## src/hrc_pkg.sv

```systemverilog
// constants and types for the receive port register bank
package hrc_pkg;
	// register port request
	typedef struct packed {
		logic [7:0] addr;
		logic [31:0] wdata;
		logic wr;
		logic rd;
	} hrc_req_s;
	// offsets
	localparam logic [7:0] OFS_DAT_LAST = 8'h1C;
	localparam logic [7:0] OFS_DAT_SPAN = 8'h03;
	localparam logic [7:0] OFS_ST_POP = 8'h40;
	localparam logic [7:0] OFS_ST_PEEK = 8'h44;
	localparam logic [7:0] OFS_ID = 8'h50;
	localparam logic [7:0] OFS_CTRL = 8'h54;
	localparam logic [7:0] OFS_STS = 8'h58;
	localparam logic [7:0] OFS_DROP = 8'h5C;
	localparam logic [7:0] OFS_SCR = 8'h60;
	localparam logic [7:0] OFS_CMD = 8'h64;
	// control fields
	localparam int CTRL_SRST = 0;
	localparam int CTRL_B16 = 1;
	localparam int CTRL_RXL = 8;
	localparam int CTRL_STL = 16;
	localparam int CTRL_TXL = 24;
	// status fields
	localparam int STS_OVF = 0;
	localparam int STS_UNF = 1;
	localparam int STS_LL = 2;
	localparam int STS_LH = 3;
	// reset values
	localparam logic [7:0] LIM_RST = 8'h10;
	localparam logic [31:0] SCR_RST = 32'h0000_0000;
	localparam logic [31:0] CMD_RST = 32'h0000_0000;
	// identity value is arbitrary
	localparam logic [31:0] ID_VAL = 32'h0A5C_0001;
endpackage : hrc_pkg

```

## src/hrc_rx_port.sv

```systemverilog
// receive queue ports and register access attributes
`timescale 1ns/1ps
`default_nettype none
module hrc_rx_port #(
	parameter int DEPTH = 16,
	parameter int SDEPTH = 16
) (
	// clock, reset, enable
	input wire logic sys_clk_in,
	input wire logic resetn_in,
	input wire logic ce_in,
	// register port
	input wire hrc_pkg::hrc_req_s req_in,
	output logic [31:0] rdata_out,
	// receive data from the mac
	input wire logic [31:0] rxd_data_in,
	input wire logic rxd_valid_in,
	output logic rxd_ready_out,
	// receive status from the mac
	input wire logic [31:0] rxs_data_in,
	input wire logic rxs_valid_in,
	output logic rxs_ready_out,
	// line conditions and events
	input wire logic link_ok_in,
	input wire logic err_in,
	input wire logic drop_evt_in,
	// configuration toward the rest of the chip
	output logic [7:0] tx_depth_out,
	output logic [31:0] host_cmd_out,
	output logic soft_rst_out
);
	localparam int AW = $clog2(DEPTH);
	localparam int SAW = $clog2(SDEPTH);
	logic [31:0] dmem [DEPTH];
	logic [31:0] smem [SDEPTH];
	logic [31:0] sk_r [2];
	logic [1:0] skc_r;
	logic [AW-1:0] dwp_r;
	logic [AW-1:0] drp_r;
	logic [AW:0] dcnt_r;
	logic [SAW-1:0] swp_r;
	logic [SAW-1:0] srp_r;
	logic [SAW:0] scnt_r;
	logic half_r;
	logic b16_r;
	logic srst_r;
	logic [7:0] rxl_r;
	logic [7:0] stl_r;
	logic [7:0] txl_r;
	logic [1:0] stk_r;
	logic ll_r;
	logic lh_r;
	logic [7:0] drop_r;
	logic [31:0] scr_r;
	logic [31:0] cmd_r;
	logic [31:0] rdata_r;
	// address decode
	wire [7:0] a = req_in.addr;
	wire [31:0] wd = req_in.wdata;
	wire rd = ce_in & req_in.rd;
	wire wr = ce_in & req_in.wr;
	wire hit_dat = a <= (hrc_pkg::OFS_DAT_LAST + hrc_pkg::OFS_DAT_SPAN);
	wire hit_pop = a == hrc_pkg::OFS_ST_POP;
	wire hit_peek = a == hrc_pkg::OFS_ST_PEEK;
	wire hit_id = a == hrc_pkg::OFS_ID;
	wire hit_ctrl = a == hrc_pkg::OFS_CTRL;
	wire hit_sts = a == hrc_pkg::OFS_STS;
	wire hit_drop = a == hrc_pkg::OFS_DROP;
	wire hit_scr = a == hrc_pkg::OFS_SCR;
	wire hit_cmd = a == hrc_pkg::OFS_CMD;
	wire ctrl_wr = wr & hit_ctrl;
	wire sts_wr = wr & hit_sts;
	wire sts_rd = rd & hit_sts;
	wire drop_rd = rd & hit_drop;
	// two-entry buffer between mac and data queue
	wire d_full = (int'(dcnt_r) >= int'(rxl_r)) || (int'(dcnt_r) >= DEPTH);
	wire d_empty = dcnt_r == '0;
	wire sk_in = ce_in & rxd_valid_in & rxd_ready_out;
	wire d_push = ce_in & (skc_r != 2'h0) & ~d_full;
	wire [1:0] sk_slot = skc_r - {1'b0, d_push};
	wire [1:0] skc_nxt = skc_r + {1'b0, sk_in} - {1'b0, d_push};
	assign rxd_ready_out = skc_r != 2'h2;
	// data queue pops: every read consumes, 16-bit mode on the upper half
	wire rd_dat = rd & hit_dat;
	wire d_pop = rd_dat & ~d_empty & (~b16_r | half_r);
	// status queue
	wire s_empty = scnt_r == '0;
	wire s_full = (int'(scnt_r) >= int'(stl_r)) || (int'(scnt_r) >= SDEPTH);
	assign rxs_ready_out = ~s_full;
	wire s_push = ce_in & rxs_valid_in & ~s_full;
	wire s_pop = rd & hit_pop & ~s_empty;
	wire [31:0] s_head = smem[srp_r];
	// hardware-set sticky events
	wire [1:0] stk_set = {rd_dat & d_empty, ce_in & rxs_valid_in & s_full};
	always_ff @(posedge sys_clk_in or negedge resetn_in)
	begin
		if (!resetn_in)
			skc_r <= 2'h0;
		else if (ce_in)
			skc_r <= srst_r ? 2'h0 : skc_nxt;
	end
	// buffer contents need no reset; count guards them
	always_ff @(posedge sys_clk_in)
	begin
		if (ce_in)
		begin
			if (d_push)
				sk_r[0] <= sk_r[1];
			if (sk_in)
				sk_r[sk_slot[0]] <= rxd_data_in;
		end
	end

	always_ff @(posedge sys_clk_in)
	begin
		if (d_push)
			dmem[dwp_r] <= sk_r[0];
		if (s_push)
			smem[swp_r] <= rxs_data_in;
	end
	always_ff @(posedge sys_clk_in or negedge resetn_in)
	begin
		if (!resetn_in)
		begin
			dwp_r <= '0;
			drp_r <= '0;
			dcnt_r <= '0;
			half_r <= 1'b0;
		end
		else if (ce_in)
		begin
			dwp_r <= srst_r ? '0 : dwp_r + AW'(d_push);
			drp_r <= srst_r ? '0 : drp_r + AW'(d_pop);
			dcnt_r <= srst_r ? '0 : dcnt_r + (AW+1)'(d_push) - (AW+1)'(d_pop);
			if (srst_r)
				half_r <= 1'b0;
			else if (rd_dat & ~d_empty & b16_r)
				half_r <= ~half_r;
		end
	end
	always_ff @(posedge sys_clk_in or negedge resetn_in)
	begin
		if (!resetn_in)
		begin
			swp_r <= '0;
			srp_r <= '0;
			scnt_r <= '0;
		end
		else if (ce_in)
		begin
			swp_r <= srst_r ? '0 : swp_r + SAW'(s_push);
			srp_r <= srst_r ? '0 : srp_r + SAW'(s_pop);
			scnt_r <= srst_r ? '0 : scnt_r + (SAW+1)'(s_push) - (SAW+1)'(s_pop);
		end
	end
	// control: soft reset pulse is self clearing
	always_ff @(posedge sys_clk_in or negedge resetn_in)
	begin
		if (!resetn_in)
		begin
			srst_r <= 1'b0;
			b16_r <= 1'b0;
			rxl_r <= hrc_pkg::LIM_RST;
			stl_r <= hrc_pkg::LIM_RST;
			txl_r <= hrc_pkg::LIM_RST;
			cmd_r <= hrc_pkg::CMD_RST;
		end
		else if (ce_in)
		begin
			srst_r <= ctrl_wr & wd[hrc_pkg::CTRL_SRST] & ~srst_r;
			if (srst_r)
			begin
				b16_r <= 1'b0;
				rxl_r <= hrc_pkg::LIM_RST;
				stl_r <= hrc_pkg::LIM_RST;
				txl_r <= hrc_pkg::LIM_RST;
				cmd_r <= hrc_pkg::CMD_RST;
			end
			else
			begin
				if (ctrl_wr)
				begin
					b16_r <= wd[hrc_pkg::CTRL_B16];
					rxl_r <= wd[hrc_pkg::CTRL_RXL +: 8];
					stl_r <= wd[hrc_pkg::CTRL_STL +: 8];
					txl_r <= wd[hrc_pkg::CTRL_TXL +: 8];
				end
				if (wr & hit_cmd)
					cmd_r <= wd;
			end
		end
	end

	// write-one-clear flags; a set in the clearing cycle wins
	genvar gi;
	generate
		for (gi = 0; gi < 2; gi++)
		begin : g_stk
			always_ff @(posedge sys_clk_in or negedge resetn_in)
			begin
				if (!resetn_in)
					stk_r[gi] <= 1'b0;
				else if (ce_in)
					stk_r[gi] <= ~srst_r & (stk_set[gi] | (stk_r[gi]
						& ~(sts_wr & wd[hrc_pkg::STS_OVF + gi])));
			end
		end
	endgenerate

	// latching bits, clear-on-read counter, immune scratch
	always_ff @(posedge sys_clk_in or negedge resetn_in)
	begin
		if (!resetn_in)
		begin
			ll_r <= 1'b1;
			lh_r <= 1'b0;
			drop_r <= '0;
			scr_r <= hrc_pkg::SCR_RST;
		end
		else if (ce_in)
		begin
			ll_r <= srst_r | (sts_rd ? link_ok_in : ll_r & link_ok_in);
			lh_r <= ~srst_r & (sts_rd ? err_in : lh_r | err_in);
			if (srst_r | drop_rd)
				drop_r <= 8'(drop_evt_in);
			else
				drop_r <= drop_r + 8'(drop_evt_in);
			if (wr & hit_scr)
				scr_r <= wd;
		end
	end

	// read selection; id, queues and unmapped take no write
	wire [31:0] dw = dmem[drp_r];
	wire [15:0] dh = half_r ? dw[31:16] : dw[15:0];
	wire [31:0] dat_val = d_empty ? '0 : (b16_r ? {16'h0000, dh} : dw);
	wire [31:0] st_val = s_empty ? '0 : s_head;
	wire [31:0] sts_val = {28'h000_0000, lh_r, ll_r, stk_r};
	wire [31:0] ctrl_val = {txl_r, stl_r, rxl_r, 6'h00, b16_r, 1'b0};
	wire [31:0] rd_val =
		hit_dat ? dat_val :
		(hit_pop | hit_peek) ? st_val :
		hit_id ? hrc_pkg::ID_VAL :
		hit_ctrl ? ctrl_val :
		hit_sts ? sts_val :
		hit_drop ? {24'h00_0000, drop_r} :
		hit_scr ? scr_r : '0;

	always_ff @(posedge sys_clk_in or negedge resetn_in)
	begin
		if (!resetn_in)
			rdata_r <= '0;
		else if (ce_in)
			rdata_r <= rd ? rd_val : '0;
	end
	assign rdata_out = rdata_r;
	assign tx_depth_out = txl_r;
	assign host_cmd_out = cmd_r;
	assign soft_rst_out = srst_r;
endmodule : hrc_rx_port
`default_nettype wire

```

## config.mk

```make
export PLATFORM = sky130hd
export DESIGN_NAME = hrc_rx_port
export DESIGN_NICKNAME = d
export VERILOG_FILES = /design/src/hrc_pkg.sv /design/src/hrc_rx_port.sv
export SDC_FILE = /design/constraint.sdc
export NUM_CORES = 1
export LEC_CHECK = 0
export BUFFER_PORTS_ARGS = -buffer_cell sky130_fd_sc_hd__buf_2
export CAP_MARGIN = 20
export CORE_MARGIN = 2
export CORE_UTILIZATION = 32
export CTS_CLUSTER_DIAMETER = 200
export DETAILED_ROUTE_END_ITERATION = 8
export GPL_ROUTABILITY_DRIVEN = 0
export HOLD_SLACK_MARGIN = 0.1
export PLACE_DENSITY = 0.53
export SLEW_MARGIN = 20
export SYNTH_ARGS = -nofsm -noshare
export SYNTH_HDL_FRONTEND = slang
export SYNTH_SLANG_ARGS = --single-unit
```

## constraint.sdc

```tcl
create_clock -name sys_clk_in -period 6.3 [get_ports sys_clk_in]
set_clock_uncertainty 0.2 [all_clocks]
set_input_delay 0.63 -clock sys_clk_in [delete_from_list [all_inputs] [get_ports sys_clk_in]]
set_output_delay 0.63 -clock sys_clk_in [all_outputs]
set_load 0.01 [all_outputs]
```

# == Word level (Yosys, flattened, before mapping) ==
# Memory sizes are Yosys's and may differ from the RTL's.
# Index checks and enable logic that the tools add are counted.
# classes
bitwise,48
n_reduce_logical,12
n_addsub,12
n_mux,43
order_cmp,5
n_eq_ne,9
# ops
op,count
$mux 32,13
$eq 8x7->1 const B,8
$mux 8,7
$and 1x1->1,32
$add 4x1->4,4
$ge 5x8->1,2
$mux 16,1
$mux 4,4
$mux 1,15
$add 5x1->5,2
$ge 5x5->1 const B,2
$logic_not 5->1,2
$mux 5,2
$sub 5x1->5,2
$not 1->1,9
$add 8x1->8,1
$le 8x5->1 const B,1
$reduce_and 2->1,4
$reduce_bool 2->1,4
$or 1x1->1,7
$add 2x1->2,1
$logic_or 1x1->1,2
$mux 2,1
$ne 2x2->1 const B,1
2 further kinds,2
# word_totals
output_inout_bits,75
ram_bits,1088
ff_bits,163
mem_count,3
wordCells,153
inputBits,114
# mem_list
memory,words,word_bits,rd,rd_ports_with_merged_regs,wr,line,rtl
dmem,16,32,1,0,1,hrc_rx_port.sv:34,logic [31:0] dmem [DEPTH];
smem,16,32,1,0,1,hrc_rx_port.sv:35,logic [31:0] smem [SDEPTH];
sk_r,2,32,2,0,2,hrc_rx_port.sv:36,logic [31:0] sk_r [2];

# == Logic depth before layout (Yosys ltp) ==
# depth
depth_word,9
mapped_depth,19
mapped_depth_nobuf,18

# == Least setup slack after synthesis ==
# No wires, ideal clock.
# synth_timing
path_kind,register -> register
start,register stl_r[4]
end,memory smem[0][0] (enable)
path_stages_with_launch,8
path_buffers,0
period_less_slack_ns,5.416
setup_time_ns,0.502
t_arrival_ns,4.715
slack_ns,0.884
path_cell_list,dfstp_2 -> inv_1 -> ha_1 -> a21o_1 -> a21oi_1 -> o21a_1 -> nand3_1 -> nor4_1
# synth_via
elab_chain_cells,6
# synth_rtl
element,line,rtl
start: declaration,hrc_rx_port.sv:48,logic [7:0] stl_r;
start signal: assignment,hrc_rx_port.sv:164,stl_r <= hrc_pkg::LIM_RST;
start signal: assignment,hrc_rx_port.sv:175,stl_r <= hrc_pkg::LIM_RST;
start signal: assignment,hrc_rx_port.sv:185,stl_r <= wd[hrc_pkg::CTRL_STL +: 8];
$ge 5x8->1,hrc_rx_port.sv:88,wire s_full = (int'(scnt_r) >= int'(stl_r)) || (int'(scnt_r) >= SDEPTH);
$logic_or 1x1->1,hrc_rx_port.sv:88,
$not 1->1,n/a,
net rxs_ready_out,hrc_rx_port.sv:22,"output logic rxs_ready_out,"
$and 1x1->1,hrc_rx_port.sv:90,wire s_push = ce_in & rxs_valid_in & ~s_full;
$mux 1,hrc_rx_port.sv:118,if (s_push)
$mux 1 (implied by the code),hrc_rx_port.sv:119,smem[swp_r] <= rxs_data_in;
end: declaration,hrc_rx_port.sv:35,
# The timed path passes the listed nets, and every way through them passes these cells.

# == Worst setup path in the final report ==
# layout_timing
start,register scnt_r[0]
end,register scnt_r[4]
# layout_via
elab_chain_cells,7
elab_cells_between_ends,11
cone_classes,add/sub: 2; order compare: 2; mux: 1; bitwise: 4; reduce/logical: 2
# layout_rtl
element,line,rtl
start: declaration,hrc_rx_port.sv:43,logic [SAW:0] scnt_r;
start signal: assignment,hrc_rx_port.sv:153,scnt_r <= srst_r ? '0 : scnt_r + (SAW+1)'(s_push) - (SAW+1)'(s_pop);
$ge 5x8->1 or $ge 5x5->1 (tied branches),hrc_rx_port.sv:88,
$logic_or 1x1->1,hrc_rx_port.sv:88,
$not 1->1,hrc_rx_port.sv:90,
$and 1x1->1,hrc_rx_port.sv:90,
$add 5x1->5,hrc_rx_port.sv:153,
$sub 5x1->5 *,hrc_rx_port.sv:153,
$mux 5 *,hrc_rx_port.sv:153,
# Every way passes the cells marked *; elsewhere a longest branch is shown, timed or not.
# A chain may end at the register's enable or synchronous reset.

==> results summary <==
The register-to-register setup slack came out at around 1.7 ns. After synthesis, the largest area contributor takes up approximately 65% of total cell area. The commonest register cell after synthesis is sky130_fd_sc_hd__edfxtp_1.

The biggest area contributor in the post-synthesis netlist is sky130_fd_sc_hd__edfxtp_1. Measured against its own limit, the worst slew margin works out to 28.6%. The data required time of the critical path is approximately 6.7 ns. The number of antenna-violating nets in the routed design came out at 0. The leakage dissipation came out at between 0.015 and 0.02 uW. Setup violations remaining at the end of the flow were counted as 0. After synthesis, the netlist uses 64 different library cells. The final route contains between 20000 and 30000 vias.

The number of cells on the worst reg-to-reg path came out at 18. The simple-gate share of the synthesized area came out at slightly below 6%. The path class of the tightest hold or removal check is in -> async. Setup repair after global routing left no endpoint under its margin. The commonest cells after synthesis are 1088 x sky130_fd_sc_hd__edfxtp_1, 271 x sky130_fd_sc_hd__nand2_1, 238 x sky130_fd_sc_hd__mux4_2.

The total area inside the core boundary comes to between 0.15 and 0.2 sq mm. The number of design rule violations left after detail routing is 0. The number of global-route vias before repair is about 28000. The net total in the final layout is 3306. The most common cell in the synthesized netlist is sky130_fd_sc_hd__edfxtp_1.

The wire length per cell is 27.4 microns. The flow ran to the end, and the final reports show no timing, DRC or antenna violations. The critical path in this run is classified as reg -> reg. The first-pass GRT wire length came out at approximately 210000 microns. The mux share of post-synthesis cell area came out at between 10% and 20%. After synthesis, the largest family of logic cells by area is multiplexers.

The pin slew with the least headroom to its limit came out at approximately 1.0 ns. In this run the mean area of a mapped cell was 17.9 sq um. The routed design has between 100000 and 150000 microns of wire. Relative to the synthesized area, the layout overhead comes to 17.5%.

The H-tree was split into 4 levels. The post-synthesis compound-gate area fraction came out at slightly below 6%. The initial detailed-routing violation count came out at between 2000 and 3000. Sequential elements use between 70 and 80% of the synthesized area. After routing, the total negative slack on setup checks comes to 0 ns. The type of destination of the critical path is a flop.

The post-CTS setup buffer count came out at 0. The initial core utilization came out at between 30% and 40%. In this run, CTS created clock tree buffers numbering around 130. The initial antenna violation count is 20.

The number of sinks driven by the clock tree is roughly 1300. The xor/xnor share of the synthesized area came out at less than 1%. The height of the chip came out at between 400 and 500 microns. The count of input and output buffers came out at ~190. The worst slack on hold paths came out at roughly 0.2 ns.

The share of the clock period used by the worst path after layout is around 73%. The clock transition at the registers of the reported paths came out at roughly 0.060 ns. The cell row count came out at around 150. The synthesized area came out at 0.0504 sq mm. The number of buffers on the longest clock path came out at 3. Synthesis produced a netlist whose cell count is between 2000 and 3000. The number of enable-type register cells in the synthesized netlist is between 1000 and 1500. The area of the die came out at 0.161 sq mm. The total of flip-flops plus latches after synthesis came out at 1251.

The time the worst path needs with I/O delays and setup is 4.59 ns. The startpoint of the worst register-to-register path is scnt_r[0]. The average via count per standard cell came out at roughly 5.3.

TritonCTS built the clock tree. The HPWL after detailed placement came out at 89000 microns. The number of primary I/O pins came out at 189.

The kind of launch point of the worst setup path is a flop. The fraction of the mapped netlist area in adder cells is less than 1%. The largest net degree at the start of global routing came out at 85. In this run the power density over the cells is 344 mW/mm^2. The share of final-layout standard cells stronger than drive strength 1 is around 25%. Counting every net in the synthesized netlist gives between 2000 and 3000. The max-slew violation total from the final report came out at 0.

The total overflow reported by the global router is 0. The maximum clock frequency is between 200 and 250 MHz. The total global-route track usage came out at approximately 18%.

The tree is rooted in a sky130_fd_sc_hd__clkbuf_16. The fraction of registers with async set/reset came out at 13.0%. The endpoint identified for the worst register-to-register timing path is scnt_r[4]. The Yosys step of the flow raised 0 warnings. Clock latency on the worst-skew pair, taken at its later pin, is about 0.76 ns. The worst vdd rail ir drop is between 0.3 and 0.4 mV.

The length of the first detailed-routing pass in iterations is 6. Ranked by total cell area, the synthesized netlist is headed by sky130_fd_sc_hd__edfxtp_1 65%, sky130_fd_sc_hd__mux4_2 11%, sky130_fd_sc_hd__dfrtp_1 7.9%, sky130_fd_sc_hd__nand2_1 2.0%, sky130_fd_sc_hd__mux2_2 1.3%. The die width is around 400 microns. The number of max-cap violations is 0.

The endpoint arrival time on the critical path is approximately 5.0 ns. The final standard cell utilization of the core came out at a little under two fifths. The hold violation count in the final report was 0. The maximum fanout count along the critical path is 18.
## cell families after synthesis
logic type,after synthesis
simple gates,615
flops,1251
fa+ha+maj,36
compound gates,378
buf+inv,214
xor+xnor,11
mux,318
## power by group
part           switching, uW  internal [uW]
Clock                   3210           4250
Combinational           1680           1130
Sequential               498           9600
Total                   5390          15000
## worst max-delay path, stage by stage (launching register included)
cell	delay (ns)
sky130_fd_sc_hd__dfrtp_1	0.39
sky130_fd_sc_hd__inv_1	0.07
sky130_fd_sc_hd__ha_1	0.28
sky130_fd_sc_hd__nand2b_1	0.14
sky130_fd_sc_hd__a21o_1	0.18
sky130_fd_sc_hd__a21oi_1	0.19
sky130_fd_sc_hd__o21a_1	0.20
sky130_fd_sc_hd__nand3_1	0.71
sky130_fd_sc_hd__ha_1	0.59
sky130_fd_sc_hd__inv_1	0.06
sky130_fd_sc_hd__ha_1	0.16
sky130_fd_sc_hd__inv_1	0.06
sky130_fd_sc_hd__fa_1	0.40
sky130_fd_sc_hd__nor2b_1	0.18
sky130_fd_sc_hd__nor2_1	0.06
sky130_fd_sc_hd__o21bai_1	0.16
sky130_fd_sc_hd__xnor2_1	0.16
sky130_fd_sc_hd__mux2i_1	0.20
sky130_fd_sc_hd__o2bb2ai_1	0.08
## layout make-up
class	instances	area [sq um]
clock buffers	172	3610
well taps	2058	2570
repair buffers	377	2660
clock inverters	64	493
inverters	36	135
multi-input cells	1358	13000
diodes	6	15.0
flip-flops and latches	1251	36800
fillers	14500	97200
## metal layers
| layer | track usage [%] | up-vias | routed length (microns) |
|---|---|---|---|
| met4 | 5.14 | 12 | 3660 |
| met2 | 26.7 | 1043 | 65000 |
| met1 | 26.2 | 15000 | 66300 |
| li1 | - | 12200 | - |
| met5 | 0 | - | 72 |
| met3 | 4.14 | 200 | 10900 |
## state kept, by name (all words and copies together), names as in the netlist, 2 cells and up
register / flops
drp_r: 4
rdata_out: 32
skc_r: 2
dcnt_r: 5
drop_r: 8
stk_r: 2
rxl_r: 8
scr_r: 32
host_cmd_out: 32
smem: 512
srp_r: 4
swp_r: 4
tx_depth_out: 8
dmem: 512
stl_r: 8
scnt_r: 5
dwp_r: 4
sk_r: 64
## placed cells by master (no fill, tap or decap), types with 8 or more instances in the layout
cell type	count
sky130_fd_sc_hd__edfxtp_1	1088
sky130_fd_sc_hd__nand2_1	270
sky130_fd_sc_hd__mux4_2	238
sky130_fd_sc_hd__buf_2	187
sky130_fd_sc_hd__dfrtp_1	153
sky130_fd_sc_hd__clkbuf_16	137
sky130_fd_sc_hd__dlygate4sd3_1	104
sky130_fd_sc_hd__nand3_1	95
sky130_fd_sc_hd__buf_4	82
sky130_fd_sc_hd__a22o_1	75
sky130_fd_sc_hd__a221oi_1	66
sky130_fd_sc_hd__mux2_2	59
sky130_fd_sc_hd__nor2_1	40
sky130_fd_sc_hd__a21oi_1	39
sky130_fd_sc_hd__nand4_1	38
sky130_fd_sc_hd__ha_1	34
sky130_fd_sc_hd__inv_1	32
sky130_fd_sc_hd__nor3b_1	32
sky130_fd_sc_hd__o211ai_1	32
sky130_fd_sc_hd__clkbuf_1	30
sky130_fd_sc_hd__a211oi_1	28
sky130_fd_sc_hd__clkinv_1	27
sky130_fd_sc_hd__a22oi_1	25
sky130_fd_sc_hd__nor2b_1	23
sky130_fd_sc_hd__nor3_2	23
sky130_fd_sc_hd__mux2i_1	21
sky130_fd_sc_hd__o22ai_1	20
sky130_fd_sc_hd__clkinv_2	19
sky130_fd_sc_hd__nand2b_1	17
sky130_fd_sc_hd__nor3_1	15
sky130_fd_sc_hd__o2bb2ai_1	13
sky130_fd_sc_hd__o21ai_0	11
sky130_fd_sc_hd__nor4_2	10
sky130_fd_sc_hd__a41oi_1	10
sky130_fd_sc_hd__a31oi_1	9
sky130_fd_sc_hd__and3_1	8
sky130_fd_sc_hd__a221o_1	8
sky130_fd_sc_hd__inv_6	8
## how the worst max path moves through the flow
| stage | from | endpoint | slack [ns] | depth (start not counted) |
|---|---|---|---|---|
| 3_3_place_gp | scnt_r[0] | scnt_r[4] | 1.76 | 18 |
| 6_report | scnt_r[0] | scnt_r[4] | 1.71 | 18 |
| 3_5_place_dp | scnt_r[0] | scnt_r[4] | 1.79 | 18 |
| 5_1_grt | scnt_r[0] | scnt_r[4] | 1.36 | 18 |
| 4_1_cts | scnt_r[0] | scnt_r[4] | 1.74 | 18 |
| 2_1_floorplan | stl_r[4] | smem[0][0] | 0.88 | 7 |
## through the flow
stage | std cells | worst slack [ns] | power [uW] | instance area (sq um)
2_1_floorplan | 2823 | 0.884 | 11900 | 50400
3_3_place_gp | 4974 | 1.76 | 13000 | 54000
3_5_place_dp | 4975 | 1.79 | 13000 | 54000
4_1_cts | 5315 | 1.74 | 20600 | 59200
5_1_grt | 5320 | 1.36 | 21200 | 59200
6_report | 5322 | 1.71 | 20400 | 59200
## timing repair
item | CTS | global route
hold buffers | 104 | 0
hold endpoints to repair | 720 | 0
setup endpoints to repair | 0 | 0
resized for setup | 0 | 0
(Power assumes the default switching activity.)
